`config.mk`:
```
export PLATFORM = sky130hd
export DESIGN_NAME = spmc_top
export DESIGN_NICKNAME = d
export VERILOG_FILES = /design/src/verilog/spmc_pkg.sv /design/src/verilog/spmc_top.sv /design/src/verilog/spmc_wait.sv /design/src/verilog/spmc_port.sv
export SDC_FILE = /design/constraint.sdc
export NUM_CORES = 1
export LEC_CHECK = 0
export BUFFER_PORTS_ARGS = -buffer_cell sky130_fd_sc_hd__buf_2
export CORE_UTILIZATION = 30
export CTS_BUF_LIST = sky130_fd_sc_hd__clkbuf_4
export CTS_CLUSTER_SIZE = 14
export DETAILED_ROUTE_END_ITERATION = 10
export SLEW_MARGIN = 5
export SYNTH_ARGS = -nofsm -noshare
export SYNTH_HDL_FRONTEND = slang
export SYNTH_SLANG_ARGS = --single-unit
```
`constraint.sdc`:
```
create_clock -name i_clk -period 2.8 [get_ports i_clk]
set_clock_uncertainty 0.05 [all_clocks]
set_input_delay 0 -clock i_clk [delete_from_list [all_inputs] [get_ports i_clk]]
set_output_delay 0 -clock i_clk [all_outputs]
set_load 0.03 [all_outputs]
```
`src/verilog/spmc_pkg.sv`:
```
// Constants, register map and types for the port and configuration block.
// Assumes an APB master on one 100 MHz clock; pprot[0] marks supervisor.
// Notes on behaviour
// - Reset input asserted holds the block and bus devices in reset.
// - Reset indication output is high while in reset, low otherwise.
// - Pins not used by the bus interface can be general inputs/outputs.
// - Ports A and B: eight output lines each, shared data and select.
// - Ports I to L bidirectional, shared data, direction, select registers.
// - Port A, B, I, J, K, L register accesses take three clocks.
// - Port M: eight bidirectional lines, accesses take two clocks.
// - Port Q: eight bidirectional lines, accesses take two clocks.
// - Eight interrupt request inputs, each requesting its own index level.
// - Request pins not used as interrupts serve as port Q lines.
// - Configuration register reachable only in supervisor mode.
// - Configuration fields at fixed places; part and mask codes read-only.
// - Freeze enable stops the timers while the freeze signal is high.
// - Lock bit refuses configuration writes; cleared only in freeze.
// - Privilege field: 00 open, 01/11 supervisor, 10 supervisor writes.
// - Show-cycle field: 00 none, 01 writes, 11 all, 10 reserved.
package spmc_pkg;
  localparam logic [31:0] A_CFG = 32'h8007FC00;
  localparam logic [31:0] A_AB_DATA = 32'h8007FC10;
  localparam logic [31:0] A_AB_FSEL = 32'h8007FC14;
  localparam logic [31:0] A_IJKL_DATA = 32'h8007FC18;
  localparam logic [31:0] A_IJKL_DIR = 32'h8007FC1C;
  localparam logic [31:0] A_IJKL_FSEL = 32'h8007FC20;
  localparam logic [31:0] A_M_DATA = 32'h8007FC24;
  localparam logic [31:0] A_M_DIR = 32'h8007FC28;
  localparam logic [31:0] A_Q_DATA = 32'h8007FC2C;
  localparam logic [31:0] A_Q_DIR = 32'h8007FC30;
  localparam logic [31:0] A_Q_IRQSEL = 32'h8007FC34;
  localparam logic [31:0] A_INT_STATUS = 32'h8007FC38;
  localparam logic [31:0] A_INT_CLEAR = 32'h8007FC3C;
  localparam logic [31:0] A_INT_ENABLE = 32'h8007FC40;
  // Configuration field positions, big-endian bit 0 is register bit 31
  localparam int B_FRZ = 31;
  localparam int B_CHKSTOP = 28;
  localparam int B_BURST = 27;
  localparam int B_PRIV_HI = 25;
  localparam int B_PRIV_LO = 24;
  localparam int B_DBG_LOCK = 23;
  localparam int B_REG_LOCK = 22;
  localparam int B_SHOW_HI = 17;
  localparam int B_SHOW_LO = 16;
  localparam int B_PART_HI = 15;
  localparam int B_PART_LO = 8;
  localparam int B_MASK_HI = 7;
  localparam int B_MASK_LO = 0;
  // Access latencies in clock cycles
  localparam logic [1:0] LAT_SLOW = 2'h3;
  localparam logic [1:0] LAT_FAST = 2'h2;
  // Privilege and show-cycle codes
  localparam logic [1:0] PRIV_OPEN = 2'h0;
  localparam logic [1:0] PRIV_WR_ONLY = 2'h2;
  localparam logic [1:0] SHOW_RESERVED = 2'h2;
  localparam int N_IRQ = 8;
  localparam int STS_W = 9;
  localparam int STS_LOCK = 8;

  typedef struct packed {
    logic timer_freeze_enable;
    logic checkstop_reset_enable;
    logic burst_style_select;
    logic [1:0] privilege_field;
    logic debug_lock_bit;
    logic register_lock_bit;
    logic [1:0] internal_bus_show_cycles;
  } spmc_cfg_t;

  localparam spmc_cfg_t CFG_RESET = '0;

  // Access allowed under the privilege field
  function automatic logic priv_ok(input logic [1:0] priv,
                                   input logic privileged, input logic wr);
    priv_ok = privileged || (priv == PRIV_OPEN)
      || (priv == PRIV_WR_ONLY && !wr);
  endfunction

  // Pin read-back: driven bits from the latch, others from the pin
  function automatic logic [31:0] mix(input logic [31:0] lat,
                                      input logic [31:0] pin,
                                      input logic [31:0] dir);
    mix = (lat & dir) | (pin & ~dir);
  endfunction
endpackage

```
`src/verilog/spmc_top.sv`:
```
// Port lines, interrupt requests and configuration register behind APB.
// Assumes one clock, synchronous resets and synchronous pin inputs.
module spmc_top #(
  parameter logic [7:0] PART_CODE = 8'h5A, // Arbitrary value
  parameter logic [7:0] MASK_REV = 8'h01 // Arbitrary value
) (
  input wire logic i_clk,
  input wire logic i_rstn,
  input wire logic i_ext_reset_n,
  input wire logic i_freeze,
  input wire logic i_psel,
  input wire logic i_penable,
  input wire logic i_pwrite,
  input wire logic [31:0] i_paddr,
  input wire logic [31:0] i_pwdata,
  input wire logic [2:0] i_pprot,
  output logic o_pready,
  output logic o_pslverr,
  output logic [31:0] o_prdata,
  input wire logic [15:0] i_alt_ab_out,
  output logic [15:0] o_port_ab_lines,
  input wire logic [31:0] i_alt_ijkl_out,
  input wire logic [31:0] i_alt_ijkl_oe,
  input wire logic [31:0] i_port_ijkl_in,
  output logic [31:0] o_port_ijkl_out,
  output logic [31:0] o_port_ijkl_oe,
  input wire logic [7:0] i_port_m_in,
  output logic [7:0] o_port_m_out,
  output logic [7:0] o_port_m_oe,
  input wire logic [7:0] i_port_q_in,
  output logic [7:0] o_port_q_out,
  output logic [7:0] o_port_q_oe,
  output logic [7:0] o_irq_request,
  output logic o_irq,
  output logic o_reset_indication,
  output logic o_timer_stop,
  output spmc_pkg::spmc_cfg_t o_config
);
  import spmc_pkg::*;

  // Either reset source holds the whole block in reset
  logic rstn_int;
  assign rstn_int = i_rstn && i_ext_reset_n;

  // Register state
  spmc_cfg_t cfg_q;
  spmc_cfg_t cfg_d;
  logic [15:0] ab_data_q;
  logic [15:0] ab_fsel_q;
  logic [31:0] ijkl_data_q;
  logic [31:0] ijkl_dir_q;
  logic [31:0] ijkl_fsel_q;
  logic [7:0] m_data_q;
  logic [7:0] m_dir_q;
  logic [7:0] q_data_q;
  logic [7:0] q_dir_q;
  logic [7:0] q_isel_q;
  logic [STS_W-1:0] sts_q;
  logic [STS_W-1:0] sts_d;
  logic [STS_W-1:0] ien_q;
  logic irq_q;
  logic [7:0] irq_req_q;
  logic rst_ind_q;
  logic tstop_q;

  // Sampled pins
  logic [15:0] ab_in_unused;
  logic [31:0] ijkl_in;
  logic [7:0] m_in;
  logic [7:0] q_in;

  // Address decode
  logic hit_cfg;
  logic hit_ab_data;
  logic hit_ab_fsel;
  logic hit_ijkl_data;
  logic hit_ijkl_dir;
  logic hit_ijkl_fsel;
  logic hit_m_data;
  logic hit_m_dir;
  logic hit_q_data;
  logic hit_q_dir;
  logic hit_q_isel;
  logic hit_sts;
  logic hit_clr;
  logic hit_ien;
  logic hit_port;
  logic hit_slow;
  logic hit_any;
  assign hit_cfg = i_paddr == A_CFG;
  assign hit_ab_data = i_paddr == A_AB_DATA;
  assign hit_ab_fsel = i_paddr == A_AB_FSEL;
  assign hit_ijkl_data = i_paddr == A_IJKL_DATA;
  assign hit_ijkl_dir = i_paddr == A_IJKL_DIR;
  assign hit_ijkl_fsel = i_paddr == A_IJKL_FSEL;
  assign hit_m_data = i_paddr == A_M_DATA;
  assign hit_m_dir = i_paddr == A_M_DIR;
  assign hit_q_data = i_paddr == A_Q_DATA;
  assign hit_q_dir = i_paddr == A_Q_DIR;
  assign hit_q_isel = i_paddr == A_Q_IRQSEL;
  assign hit_sts = i_paddr == A_INT_STATUS;
  assign hit_clr = i_paddr == A_INT_CLEAR;
  assign hit_ien = i_paddr == A_INT_ENABLE;
  assign hit_slow = hit_ab_data || hit_ab_fsel || hit_ijkl_data
    || hit_ijkl_dir || hit_ijkl_fsel;
  assign hit_port = hit_slow || hit_m_data || hit_m_dir || hit_q_data
    || hit_q_dir || hit_q_isel;
  assign hit_any = hit_cfg || hit_port || hit_sts || hit_clr || hit_ien;

  // Access checks
  logic priv_mode;
  logic cfg_priv_err;
  logic cfg_lock_err;
  logic port_priv_err;
  logic acc_err;
  logic [1:0] need;
  assign priv_mode = i_pprot[0];
  assign cfg_priv_err = hit_cfg && !priv_mode;
  assign cfg_lock_err = hit_cfg && priv_mode && i_pwrite
    && cfg_q.register_lock_bit && !i_freeze;
  assign port_priv_err = hit_port
    && !priv_ok(cfg_q.privilege_field, priv_mode, i_pwrite);
  assign acc_err = !hit_any || cfg_priv_err || cfg_lock_err || port_priv_err;
  assign need = hit_slow ? LAT_SLOW : LAT_FAST;

  // Completing edge of a transfer
  logic fire;
  logic wr_ok;
  logic lock_event;
  assign fire = i_psel && i_penable && o_pready;
  assign wr_ok = fire && i_pwrite && !acc_err;
  assign lock_event = fire && cfg_lock_err;

  // Read data
  logic [31:0] cfg_rd;
  logic [31:0] rd_val;
  always_comb begin
    cfg_rd = 32'h0;
    cfg_rd[B_FRZ] = cfg_q.timer_freeze_enable;
    cfg_rd[B_CHKSTOP] = cfg_q.checkstop_reset_enable;
    cfg_rd[B_BURST] = cfg_q.burst_style_select;
    cfg_rd[B_PRIV_HI:B_PRIV_LO] = cfg_q.privilege_field;
    cfg_rd[B_DBG_LOCK] = cfg_q.debug_lock_bit;
    cfg_rd[B_REG_LOCK] = cfg_q.register_lock_bit;
    cfg_rd[B_SHOW_HI:B_SHOW_LO] = cfg_q.internal_bus_show_cycles;
    cfg_rd[B_PART_HI:B_PART_LO] = PART_CODE;
    cfg_rd[B_MASK_HI:B_MASK_LO] = MASK_REV;
  end
  assign rd_val =
    hit_cfg ? cfg_rd :
    hit_ab_data ? {16'h0, ab_data_q} :
    hit_ab_fsel ? {16'h0, ab_fsel_q} :
    hit_ijkl_data ? mix(ijkl_data_q, ijkl_in, ijkl_dir_q) :
    hit_ijkl_dir ? ijkl_dir_q :
    hit_ijkl_fsel ? ijkl_fsel_q :
    hit_m_data ? mix({24'h0, m_data_q}, {24'h0, m_in}, {24'h0, m_dir_q}) :
    hit_m_dir ? {24'h0, m_dir_q} :
    hit_q_data ? mix({24'h0, q_data_q}, {24'h0, q_in},
                     {24'h0, q_dir_q & ~q_isel_q}) :
    hit_q_dir ? {24'h0, q_dir_q} :
    hit_q_isel ? {24'h0, q_isel_q} :
    hit_sts ? {23'h0, sts_q} :
    hit_ien ? {23'h0, ien_q} :
    32'h0;

  spmc_wait u_wait (
    .i_clk(i_clk),
    .i_rstn(rstn_int),
    .i_psel(i_psel),
    .i_need(need),
    .i_err(acc_err),
    .i_rdata(rd_val),
    .o_pready(o_pready),
    .o_pslverr(o_pslverr),
    .o_prdata(o_prdata)
  );

  // Configuration write
  logic [1:0] show_wr;
  logic show_ok;
  logic cfg_wr;
  assign cfg_wr = wr_ok && hit_cfg;
  assign show_wr = i_pwdata[B_SHOW_HI:B_SHOW_LO];
  assign show_ok = !cfg_q.debug_lock_bit && show_wr != SHOW_RESERVED;
  always_comb begin
    cfg_d = cfg_q;
    if (cfg_wr) begin
      cfg_d.timer_freeze_enable = i_pwdata[B_FRZ];
      cfg_d.checkstop_reset_enable = i_pwdata[B_CHKSTOP];
      cfg_d.burst_style_select = i_pwdata[B_BURST];
      cfg_d.privilege_field = i_pwdata[B_PRIV_HI:B_PRIV_LO];
      if (show_ok) begin
        cfg_d.internal_bus_show_cycles = show_wr;
      end
      if (i_freeze) begin
        cfg_d.debug_lock_bit = i_pwdata[B_DBG_LOCK];
        cfg_d.register_lock_bit = i_pwdata[B_REG_LOCK];
      end else begin
        cfg_d.register_lock_bit = cfg_q.register_lock_bit
          | i_pwdata[B_REG_LOCK];
      end
    end
  end

  // Interrupt status: set wins over clear
  logic [STS_W-1:0] sts_set;
  logic [STS_W-1:0] sts_clr;
  logic [7:0] irq_lvl;
  assign irq_lvl = q_isel_q & q_in;
  assign sts_set = {lock_event, irq_lvl};
  assign sts_clr = (wr_ok && hit_clr) ? i_pwdata[STS_W-1:0] : '0;
  assign sts_d = (sts_q & ~sts_clr) | sts_set;

  always_ff @(posedge i_clk) begin
    if (!rstn_int) begin
      cfg_q <= CFG_RESET;
      sts_q <= '0;
      irq_q <= 1'b0;
      irq_req_q <= 8'h0;
      rst_ind_q <= 1'b1;
      tstop_q <= 1'b0;
    end else begin
      cfg_q <= cfg_d;
      sts_q <= sts_d;
      irq_q <= |(sts_q & ien_q);
      irq_req_q <= irq_lvl;
      rst_ind_q <= 1'b0;
      tstop_q <= cfg_q.timer_freeze_enable && i_freeze;
    end
  end

  // Port and enable registers
  always_ff @(posedge i_clk) begin
    if (!rstn_int) begin
      ab_data_q <= 16'h0;
      ab_fsel_q <= 16'h0;
      ijkl_data_q <= 32'h0;
      ijkl_dir_q <= 32'h0;
      ijkl_fsel_q <= 32'h0;
      m_data_q <= 8'h0;
      m_dir_q <= 8'h0;
      q_data_q <= 8'h0;
      q_dir_q <= 8'h0;
      q_isel_q <= 8'h0;
      ien_q <= '0;
    end else if (wr_ok) begin
      if (hit_ab_data) ab_data_q <= i_pwdata[15:0];
      if (hit_ab_fsel) ab_fsel_q <= i_pwdata[15:0];
      if (hit_ijkl_data) ijkl_data_q <= i_pwdata;
      if (hit_ijkl_dir) ijkl_dir_q <= i_pwdata;
      if (hit_ijkl_fsel) ijkl_fsel_q <= i_pwdata;
      if (hit_m_data) m_data_q <= i_pwdata[7:0];
      if (hit_m_dir) m_dir_q <= i_pwdata[7:0];
      if (hit_q_data) q_data_q <= i_pwdata[7:0];
      if (hit_q_dir) q_dir_q <= i_pwdata[7:0];
      if (hit_q_isel) q_isel_q <= i_pwdata[7:0];
      if (hit_ien) ien_q <= i_pwdata[STS_W-1:0];
    end
  end

  // Pin stages
  spmc_port #(.W(16)) u_ab (
    .i_clk(i_clk),
    .i_rstn(rstn_int),
    .i_data(ab_data_q),
    .i_dir(16'hFFFF),
    .i_fsel(ab_fsel_q),
    .i_alt_out(i_alt_ab_out),
    .i_alt_oe(16'hFFFF),
    .i_pin(16'h0),
    .o_out(o_port_ab_lines),
    .o_oe(),
    .o_in(ab_in_unused)
  );

  spmc_port #(.W(32)) u_ijkl (
    .i_clk(i_clk),
    .i_rstn(rstn_int),
    .i_data(ijkl_data_q),
    .i_dir(ijkl_dir_q),
    .i_fsel(ijkl_fsel_q),
    .i_alt_out(i_alt_ijkl_out),
    .i_alt_oe(i_alt_ijkl_oe),
    .i_pin(i_port_ijkl_in),
    .o_out(o_port_ijkl_out),
    .o_oe(o_port_ijkl_oe),
    .o_in(ijkl_in)
  );

  spmc_port #(.W(8)) u_m (
    .i_clk(i_clk),
    .i_rstn(rstn_int),
    .i_data(m_data_q),
    .i_dir(m_dir_q),
    .i_fsel(8'h0),
    .i_alt_out(8'h0),
    .i_alt_oe(8'h0),
    .i_pin(i_port_m_in),
    .o_out(o_port_m_out),
    .o_oe(o_port_m_oe),
    .o_in(m_in)
  );

  // Lines used as interrupt inputs are never driven
  spmc_port #(.W(8)) u_q (
    .i_clk(i_clk),
    .i_rstn(rstn_int),
    .i_data(q_data_q),
    .i_dir(q_dir_q & ~q_isel_q),
    .i_fsel(8'h0),
    .i_alt_out(8'h0),
    .i_alt_oe(8'h0),
    .i_pin(i_port_q_in),
    .o_out(o_port_q_out),
    .o_oe(o_port_q_oe),
    .o_in(q_in)
  );

  assign o_irq = irq_q;
  assign o_irq_request = irq_req_q;
  assign o_reset_indication = rst_ind_q;
  assign o_timer_stop = tstop_q;
  assign o_config = cfg_q;
endmodule

```
`src/verilog/spmc_wait.sv`:
```
// APB answer timing: holds pready low until the access has run its length.
// Assumes the master holds the request stable until pready is seen.
module spmc_wait (
  input wire logic i_clk,
  input wire logic i_rstn,
  input wire logic i_psel,
  input wire logic [1:0] i_need,
  input wire logic i_err,
  input wire logic [31:0] i_rdata,
  output logic o_pready,
  output logic o_pslverr,
  output logic [31:0] o_prdata
);
  import spmc_pkg::*;

  logic [1:0] cnt_q;
  logic [1:0] cnt_d;
  logic ready_q;
  logic ready_d;
  logic hit;

  assign hit = i_psel && !ready_q && (cnt_q == i_need - 2'h2);
  assign ready_d = hit;
  assign cnt_d = (!i_psel || ready_q) ? 2'h0 : cnt_q + 2'h1;

  always_ff @(posedge i_clk) begin
    if (!i_rstn) begin
      cnt_q <= 2'h0;
      ready_q <= 1'b0;
      o_pslverr <= 1'b0;
      o_prdata <= 32'h0;
    end else begin
      cnt_q <= cnt_d;
      ready_q <= ready_d;
      o_pslverr <= hit && i_err;
      o_prdata <= (hit && !i_err) ? i_rdata : 32'h0;
    end
  end

  assign o_pready = ready_q;
endmodule

```
`src/verilog/spmc_port.sv`:
```
// One group of port lines: pin drive, output enable and input sampling.
// Assumes pin inputs are synchronous to the clock.
module spmc_port #(
  parameter int W = 8
) (
  input wire logic i_clk,
  input wire logic i_rstn,
  input wire logic [W-1:0] i_data,
  input wire logic [W-1:0] i_dir,
  input wire logic [W-1:0] i_fsel,
  input wire logic [W-1:0] i_alt_out,
  input wire logic [W-1:0] i_alt_oe,
  input wire logic [W-1:0] i_pin,
  output logic [W-1:0] o_out,
  output logic [W-1:0] o_oe,
  output logic [W-1:0] o_in
);
  logic [W-1:0] out_d;
  logic [W-1:0] oe_d;

  // Select port or alternate function per line
  assign out_d = (i_fsel & i_alt_out) | (~i_fsel & i_data);
  assign oe_d = (i_fsel & i_alt_oe) | (~i_fsel & i_dir);

  always_ff @(posedge i_clk) begin
    if (!i_rstn) begin
      o_out <= '0;
      o_oe <= '0;
      o_in <= '0;
    end else begin
      o_out <= out_d;
      o_oe <= oe_d;
      o_in <= i_pin;
    end
  end
endmodule

```
* After elaboration in Yosys (flattened, before gate mapping)
Index checks and enable logic that the tools add are counted.
** Cells by class
- $add $sub $neg :: 2
- $mul :: 0
- Divide/modulo/power cells :: 0
- $lt $le $gt $ge :: 0
- Eq/ne operators :: 17
- Shifts and indexed selects :: 0
- Muxes and demuxes :: 17
- Bitwise operators :: 33
- Reductions and logical operators :: 68
** Operators by type and width (count)
- == test 32 bit (second input constant) :: 14
- 2-to-1 mux 32 bit :: 9
- bitwise AND 32 bit :: 6
- bitwise OR 32 bit :: 3
- bitwise AND 8 x 32 -> 32 bit :: 2
- NOT 32 bit :: 2
- NOT 8 -> 32 bit :: 2
- bitwise OR 8 x 32 -> 32 bit :: 2
- 2-to-1 mux 9 bit :: 5
- bitwise AND 16 bit :: 2
- bitwise AND 8 bit :: 4
- AND reduction 2 bit :: 14
- logical AND 1 bit :: 21
- logical OR 1 bit :: 19
- bitwise AND 9 bit :: 2
- NOT 16 bit :: 1
- bitwise OR 16 bit :: 1
- zero test 1 bit :: 9
- NOT 9 bit :: 1
- bitwise OR 9 bit :: 1
- OR reduction 9 bit :: 1
- NOT 8 bit :: 1
- OR reduction 5 bit :: 1
- 2-to-1 mux 1 bit :: 3
- 10 further kinds :: 11
** Storage, ports and cells
- Register bits :: 402
- Latch bits :: 0
- RAM bits :: 0
- Bits in read-only memories :: 0
- Input port bits :: 202
- Output and inout bits :: 166
- Logic and storage cells :: 176
- Memories :: 0

* Longest topological paths before layout
Gate-level depths: netlist of run 1.
- Depth in word-level cells :: 25
- Mapped depth :: 11
- Mapped depth without buffers :: 8

* Modules after synthesis
Synthesis of run 1 repeated with hierarchy kept, for this count alone.
** Unflattened totals
- Cells, all modules :: 1886
- Area total of the unflattened synthesis :: 17814.6 um^2
** Modules (own cells, without submodules)
- spmc_top :: times used 1, cells each 1268, area an instance 9810.7 um^2, sequential area each 4124.0 um^2
- spmc_port at u_ijkl :: times used 1, cells each 266, area an instance 3314.4 um^2, sequential area each 1921.8 um^2
- spmc_port at u_ab :: times used 1, cells each 133, area an instance 1706.6 um^2, sequential area each 960.9 um^2
- spmc_port at u_m ... :: times used 2, cells each 66, area an instance 813.3 um^2, sequential area each 480.5 um^2
- spmc_wait :: times used 1, cells each 87, area an instance 1356.3 um^2, sequential area each 720.7 um^2

* Worst setup path before layout of run 1
No wires, ideal clock.
- Path kind :: register to register
- From :: register u_wait.ready_q (netlist: u_wait.o_pready)
- To :: register ab_data_q[5]
- Data arrival time :: 2.242 ns
- Required time :: 2.680 ns
- Slack :: 0.438 ns
- Stages on the path, launching flop included :: 8
- Path buffers :: 2
- Clock period less this slack :: 2.362 ns
- Path through :: dfxtp_1 -> nand4_1 -> nor4_4 -> and3_1 -> clkbuf_1 -> buf_2 -> nand2_1 -> a21oi_1
** Between the ends
- Cells in the longest elaborated chain, start to end :: 4
** Ends and longest elaborated chain
- start: declaration :: line spmc_wait.sv:18 : logic ready_q;
- start signal: assignment :: line spmc_wait.sv:34 : ready_q <= ready_d;
- logical AND 1 bit :: line spmc_top.sv:130 : assign fire = i_psel && i_penable && o_pready;
- logical AND 1 bit (2 in a row) :: line spmc_top.sv:131 : assign wr_ok = fire && i_pwrite && !acc_err;
- AND reduction 2 bit (no line)
- end signal: assignment :: line spmc_top.sv:247 : if (hit_ab_data) ab_data_q <= i_pwdata[15:0];
- end: declaration :: line spmc_top.sv:48 : logic [15:0] ab_data_q;
Every way passes these cells.
A chain may end at the register's enable or synchronous reset.

* Worst setup path in the final report of run 1
- From :: input port i_paddr[21]
- To :: register ijkl_dir_q[19]
** Between the ends
- Cells in the longest elaborated chain, start to end :: 21
- Elaborated cells between the ends (all ways) :: 40
- Classes of those cells :: eq/ne (14); reduce/logical (26)
** Ends and longest elaborated chain
- start: declaration :: line spmc_top.sv:14 : input wire logic [31:0] i_paddr,
- == test 32 bit, on equally long branches :: line spmc_top.sv:91, spmc_top.sv:92
- logical OR 1 bit (2 in a row) :: line spmc_top.sv:104 : assign hit_slow = hit_ab_data || hit_ab_fsel || hit_ijkl_data
- logical OR 1 bit (2 in a row) :: line spmc_top.sv:105 : || hit_ijkl_dir || hit_ijkl_fsel;
- logical OR 1 bit (3 in a row) :: line spmc_top.sv:106 : assign hit_port = hit_slow || hit_m_data || hit_m_dir || hit_q_data
- logical OR 1 bit (2 in a row) :: line spmc_top.sv:107 : || hit_q_dir || hit_q_isel;
- logical OR 1 bit (4 in a row) :: line spmc_top.sv:108 : assign hit_any = hit_cfg || hit_port || hit_sts || hit_clr || hit_ien;
- zero test 1 bit :: line spmc_top.sv:123 : assign acc_err = !hit_any || cfg_priv_err || cfg_lock_err || port_priv_err;
- logical OR 1 bit (3 in a row) :: line spmc_top.sv:123
- zero test 1 bit :: line spmc_top.sv:131
- logical AND 1 bit :: line spmc_top.sv:131
- AND reduction 2 bit (no line) *
- end signal: assignment :: line spmc_top.sv:250 : if (hit_ijkl_dir) ijkl_dir_q <= i_pwdata;
- end: declaration :: line spmc_top.sv:51 : logic [31:0] ijkl_dir_q;
Every way passes the cells marked *; elsewhere a longest branch is shown, timed or not.

==> results of run 1 <==
-- through the flow --
step	utilization (%)	worst slack [ns]	power [mW]	cell area, um^2	cells
6_report	47.27	0.03789	11.97	23720	3321
4_1_cts	46.96	0.03399	12.03	23560	3306
2_1_floorplan	-	0.4377	6.063	15250	1721
5_1_grt	47.26	-0.003787	12.46	23710	3319
3_3_place_gp	36.02	0.04901	6.342	18070	2708
3_5_place_dp	36.02	0.09133	6.346	18070	2708
-- layer usage --
metal	global-route usage (%)	part of all wire, %	vias to the layer above
met5	0	0	-
met3	5.176	7.1	197
met4	13.08	4.2	0
met2	39.77	46	835
met1	31.66	42	7875
li1	-	-	7693
-- state kept, by name, summed over array words and instances (netlist names), 9 cells and up --
name and cells:
ijkl_fsel_q 32, u_ijkl.o_out 32, u_ijkl.o_oe 32, u_ab.o_out 16, ab_data_q 16, u_wait.o_prdata 32, sts_q 9, ijkl_data_q 32
u_ijkl.o_in 32, o_config 9, ab_fsel_q 16, ijkl_dir_q 32, ien_q 9
-- worst max-delay path: stages --
cell           delay [ns]
dlygate4sd3_1        0.53
buf_2                0.11
nor4bb_1             0.27
dlygate4sd3_1        0.59
nand4_1              0.15
buf_6                0.19
or2_4                0.23
or3_4                0.43
nor4_4               0.33
buf_6                0.17
buf_12               0.16
nand2_1              0.11
a21oi_1              0.21
-- area by class of cell --
type,instances,area (um^2)
flip-flops and latches,402,8048
well taps,672,840.8
repair buffers,847,6655
fillers,4714,26450
clock inverters,26,163.9
clock buffers,160,1201
diodes,11,27.53
multi-input cells,1194,6740
inverters,9,41.29
-- cell usage in the layout (no fill, tap or decap), drive strengths merged, types with 20 or more instances in the layout --
cell type      n
dlygate4sd3  412
nand3         24
nand2        361
clkbuf       161
a21oi        228
o21ai         46
mux2i        130
dfxtp        402
buf          433
and3          76
clkinv        20
nor2         162
a221oi        20
-- repair_timing --
item	in CTS	in global routing
hold buffers	412	2
setup endpoints to repair	0	78
resized for setup	0	17
endpoints found under the hold margin	383	1
setup buffers	0	2
-- cell families (layout without fill, tap and decap cells) --
logic type / after synthesis / in the layout / synth area share, %
buffers and inverters: 125 / 1042 / 3.667
xor gates and xnor gates: 2 / 2 / 0.1149
AOI/OAI and AO/OA: 367 / 367 / 14.00
DFF: 402 / 402 / 52.76
and+or+nand+nor: 688 / 688 / 20.41
muxes: 137 / 137 / 9.048
other: 0 / 11 / 0
-- how the worst max path moves through the flow --
| stage | from | to | slack, ns | cells past startpoint |
|---|---|---|---|---|
| global route | i_paddr[21] | m_dir_q[4]$_SDFFE_PN0P_ | -0.004 | 13 |
| global placement | i_paddr[2] | u_wait.o_prdata[0]$_SDFF_PP0_ | 0.05 | 11 |
| floorplan | u_wait.o_pready$_SDFF_PN0_ | ab_data_q[5]$_SDFFE_PN0P_ | 0.44 | 7 |
| detailed placement | i_paddr[2] | u_wait.o_prdata[0]$_SDFF_PP0_ | 0.09 | 11 |
| finish | i_paddr[21] | ijkl_dir_q[19]$_SDFFE_PN0P_ | 0.04 | 13 |
| CTS | i_paddr[21] | u_wait.o_prdata[3]$_SDFF_PP0_ | 0.03 | 13 |
-- power by group --
| group | internal, mW | total, mW | switching, mW |
|---|---|---|---|
| clock network | 2.77 | 5.28 | 2.51 |
| registers | 5.75 | 5.76 | 0.0138 |
| logic | 0.530 | 0.930 | 0.400 |
==> results.txt, run 1 <==
status -> complete, no violations
Total Wirelength -> 66220 um
FF-to-FF End -> ijkl_data_q[19]$_SDFFE_PN0P_
minimum hold slack -> 0.1328 ns
# IOs -> 368
Max VDD drop -> 0.3421 mV
detailed placement HPWL -> 40360 um
clock root buffer -> clkbuf_4
Placer Congestion -> 0.8600
number of enable flip-flop cells after synthesis -> 0
Crit Path Class -> primary input to flop
# port buffers -> 365
Mapped Avg Cell Area -> 8.863 um^2
Die Span Y -> 227.5 um
Yosys top cell area share -> 52.76%
commonest cells in the netlist -> dfxtp_1 (402), nand2_1 (360), a21oi_1 (228)
first-pass GRT wire length -> 97070 um
Die Area -> 0.05175 mm^2
largest net degree at the start of global routing -> 105
DRT iter0 DRCs -> 1336
Hold Startpoint -> i_pprot[0]
final net count -> 2764
Vias/cell -> 4.998
Max Freq -> 362.0 MHz
post-route setup TNS -> 0 ns
CP Max Fanout -> 11
synth top area cells -> dfxtp_1 (53%), nand2_1 (8.9%), mux2i_1 (8.5%), a21oi_1 (7.5%), nor2_1 (3.9%)
R2R Setup Slk -> 0.12 ns
Yosys warning total -> 0
Net Count, Synth -> 1923
Syn-to-layout area delta -> 55.49%
initial core utilization -> 30.40%
fin crit share -> 98.65%
LEAKAGE -> 9.638 nW
Core ar. -> 0.05017 mm^2
antenna violations before repair -> 10
Reg clk slew, reported paths -> 0.06 ns
Setup Viol. Count Final -> 0
detailed-route DRC error count -> 0
worst hold path type -> primary input to flop
Final Max Slew Viols -> 0
CP startpoint kind -> primary input
Post-Syn Instances -> 1721
Die X -> 227.5 um
Row Count -> 82
Post-synth top flop -> dfxtp_1
top-count cell post-synth -> dfxtp_1
GRT Overall Usage -> 24.95%
part of the Yosys area used for sequential elements -> 52.76%
Initial DRT Pass Iterations -> 6
flops & latches, synth -> 402
Hold EP -> sts_q[8]$_SDFF_PN0_
worst skew pair latency -> 0.88 ns
TritonCTS Sinks -> 402
FFs w/ async S/R, synth -> 0%
Max Cap Viol -> 0
CTS tree -> yes
vias in the first global route -> 16.69k
Vias -> 16.60k
mapped cell area -> 0.01525 mm^2
critical path arrival -> 3.49 ns
final hold viol count -> 0
Netlist cell types -> 69
Worst Path Required -> 3.52 ns
Slew HR -> 41.99%
grt total ovfl -> 0
wire per inst -> 19.94 um
post-route ant nets -> 0
reg2reg path depth -> 10
CTS max path bufs -> 3
Slew @ Worst Pin -> 0.8702 ns
RR Startpoint -> o_config[5]$_SDFFE_PN0P_
Synth area leader -> dfxtp_1
cts bufs inserted -> 108
CP endpoint kind -> flop
WHS Path Cells -> 5
H-tree depth -> 3
share of cells above drive strength 1 -> 24.68%
Tmin final -> 2.762 ns
power per cell area -> 504.9 mW/mm^2
No activity file was read; power rests on OpenSTA's default activity.
==> inputs of run 2 (changes only) <==
--- a/config.mk
+++ b/config.mk
@@ -10,6 +10,7 @@
 export CTS_BUF_LIST = sky130_fd_sc_hd__clkbuf_4
 export CTS_CLUSTER_SIZE = 14
 export DETAILED_ROUTE_END_ITERATION = 10
+export PLACE_DENSITY_LB_ADDON = 0.3
 export SLEW_MARGIN = 5
 export SYNTH_ARGS = -nofsm -noshare
 export SYNTH_HDL_FRONTEND = slang
==> constraint.sdc (replaced) <==
create_clock -name i_clk -period 2.6 [get_ports i_clk]
set_clock_uncertainty 0.05 [all_clocks]
set_input_delay 0 -clock i_clk [delete_from_list [all_inputs] [get_ports i_clk]]
set_output_delay 0 -clock i_clk [all_outputs]
set_load 0.03 [all_outputs]
==> results.txt, run 2 (same netlist as run 1, synthesis figures left out) <==
Row Count -> 82 (unchanged)
Fill cells -> 4687 (was 4714)
share of cells above drive strength 1 -> 25.62% (was 24.68%)
# port buffers -> 365 (unchanged)
Tmin final -> 2.484 ns
CP startpoint kind -> primary input (unchanged)
Die Span Y -> 227.5 um (unchanged)
final hold viol count -> 0 (unchanged)
Max Freq -> 402.5 MHz
RR Startpoint -> o_config[5]$_SDFFE_PN0P_ (unchanged)
DP Cell Count -> 2726 (was 2708)
Max Cap Viol -> 0 (unchanged)
Slew @ Worst Pin -> 0.8378 ns (was 0.8702 ns)
CP Max Fanout -> 13 (was 11)
dpl ws -> -0.02099 ns (was 0.09133 ns)
largest net degree at the start of global routing -> 88 (was 105)
Hold EP -> q_data_q[7]$_SDFFE_PN0P_ (was sts_q[8]$_SDFF_PN0_)
Placer Congestion -> 0.8849 (was 0.8600)
first-pass GRT wire length -> 94430 um (was 97070 um)
initial core utilization -> 30.40% (unchanged)
antenna violations before repair -> 10 (unchanged)
fin crit share -> 95.55%
Die Area -> 0.05175 mm^2 (unchanged)
wire per inst -> 19.32 um (was 19.94 um)
Slew HR -> 44.14% (was 41.99%)
grt total ovfl -> 0 (unchanged)
Reg clk slew, reported paths -> 0.07 ns (was 0.06 ns)
Initial DRT Pass Iterations -> 6 (unchanged)
CTS max path bufs -> 3 (unchanged)
DRT iter0 DRCs -> 1259 (was 1336)
status -> complete, no violations (unchanged)
Pwr Total -> 13.08 mW (was 11.97 mW)
Final Max Slew Viols -> 0 (unchanged)
Layout Cells excl Fill -> 3343 (was 3321)
Register Area -> 0.008048 mm^2 (unchanged)
reg2reg path depth -> 9 (was 10)
CP endpoint kind -> flop (unchanged)
clock root buffer -> clkbuf_4 (unchanged)
Total Wirelength -> 64580 um (was 66220 um)
WHS Path Cells -> 8 (was 5)
Vias/cell -> 4.922 (was 4.998)
Util after Layout -> 47.85% (was 47.27%)
vias in the first global route -> 16.25k (was 16.69k)
LEAKAGE -> 9.780 nW (was 9.638 nW)
detailed-route DRC error count -> 0 (unchanged)
H-tree depth -> 3 (unchanged)
most common cell after layout, fill and taps aside -> dlygate4sd3_1 (unchanged)
multi-input logic area -> 0.006743 mm^2 (was 0.006740 mm^2)
setup ws final -> 0.1156 ns (was 0.03789 ns)
FF-to-FF End -> ijkl_data_q[29]$_SDFFE_PN0P_ (was ijkl_data_q[19]$_SDFFE_PN0P_)
Die X -> 227.5 um (unchanged)
minimum hold slack -> 0.08358 ns (was 0.1328 ns)
# IOs -> 368 (unchanged)
CTS tree -> yes (unchanged)
Worst Path Required -> 3.32 ns (was 3.52 ns)
power per cell area -> 544.8 mW/mm^2 (was 504.9 mW/mm^2)
worst skew pair latency -> 0.85 ns (was 0.88 ns)
Vias -> 16.46k (was 16.60k)
TritonCTS Sinks -> 402 (unchanged)
Hold Startpoint -> i_paddr[30] (was i_pprot[0])
Crit Path Class -> primary input to flop (unchanged)
cts bufs inserted -> 108 (unchanged)
detailed placement HPWL -> 40330 um (was 40360 um)
most frequent cells in the layout -> dlygate4sd3_1 (407), dfxtp_1 (402), buf_2 (365) (was dlygate4sd3_1 (412), dfxtp_1 (402), buf_2 (365))
critical path arrival -> 3.21 ns (was 3.49 ns)
final net count -> 2782 (was 2764)
GRT Overall Usage -> 24.21% (was 24.95%)
Syn-to-layout area delta -> 57.39% (was 55.49%)
R2R Setup Slk -> 0.15 ns (was 0.12 ns)
Core ar. -> 0.05017 mm^2 (unchanged)
post-route ant nets -> 0 (unchanged)
Setup Viol. Count Final -> 0 (unchanged)
Max VDD drop -> 0.2922 mV (was 0.3421 mV)
worst hold path type -> primary input to flop (unchanged)
-- run 2: metrics by stage --
step,instance area (um^2),TNS [ns]
finish,24010,0
global route,24000,-0.008823
CTS,23840,0
detailed placement,18330,-0.02099
global placement,18330,0
floorplan,15250,0
-- run 2: power by group --
group / internal [mW] / leakage (nW) / switching (mW) / total (mW)
clock network: 3.18 / 0.853 / 2.71 / 5.89
registers: 6.19 / 3.24 / 0.0148 / 6.20
logic: 0.566 / 5.68 / 0.418 / 0.984
total: 9.94 / 9.78 / 3.14 / 13.1
-- run 2: how the worst max path moves through the flow --
stage                                          end  cells after the start  slack [ns]                  startpoint
global route          ijkl_data_q[25]$_SDFFE_PN0P_                     13      -0.009                 i_paddr[23]
global placement    u_wait.o_prdata[13]$_SDFF_PP0_                     11        0.06                 i_paddr[25]
detailed placement  u_wait.o_prdata[13]$_SDFF_PP0_                     11       -0.02                 i_paddr[20]
finish                ijkl_data_q[29]$_SDFFE_PN0P_                     13        0.12                 i_paddr[25]
floorplan                ab_data_q[5]$_SDFFE_PN0P_                      7        0.24  u_wait.o_pready$_SDFF_PN0_
CTS                  u_wait.o_prdata[1]$_SDFF_PP0_                     13        0.01                  i_paddr[7]
-- run 2: area by class of cell --
| type | instances | share of cell area [%] |
|---|---|---|
| timing repair buffer | 865 | 28.66 |
| clock inverter | 26 | 0.7713 |
| inverter | 9 | 0.1720 |
| clock buffer | 166 | 5.191 |
| sequential | 402 | 33.52 |
| tap | 672 | 3.502 |
| multi-input combinational | 1194 | 28.09 |
| antenna | 9 | 0.09381 |
-- run 2: what timing repair did --
item	CTS	global route
endpoints found under the hold margin	379	2
hold buffers	407	3
setup endpoints to repair	0	40
resized for setup	0	14
buffers inserted	0	7
-- run 2: routing by layer --
layer	vias to the layer above	GRT usage [%]	wire length [um]
li1	7718	-	-
met4	4	12.60	2872
met1	7774	31.16	27670
met3	189	5.150	4566
met2	770	37.98	29450
met5	-	0	20
-- run 2: worst max-delay path, cell delays in order --
cell and delay [ns]:
dlygate4sd3_1 0.55, buf_2 0.16, nor4_4 0.29, nand4_1 0.23, buf_6 0.20, or2_4 0.24, buf_4 0.15, nor4_4 0.22
and2_4 0.25, buf_12 0.16, nand2_1 0.05, dlygate4sd3_1 0.56, a21oi_1 0.14
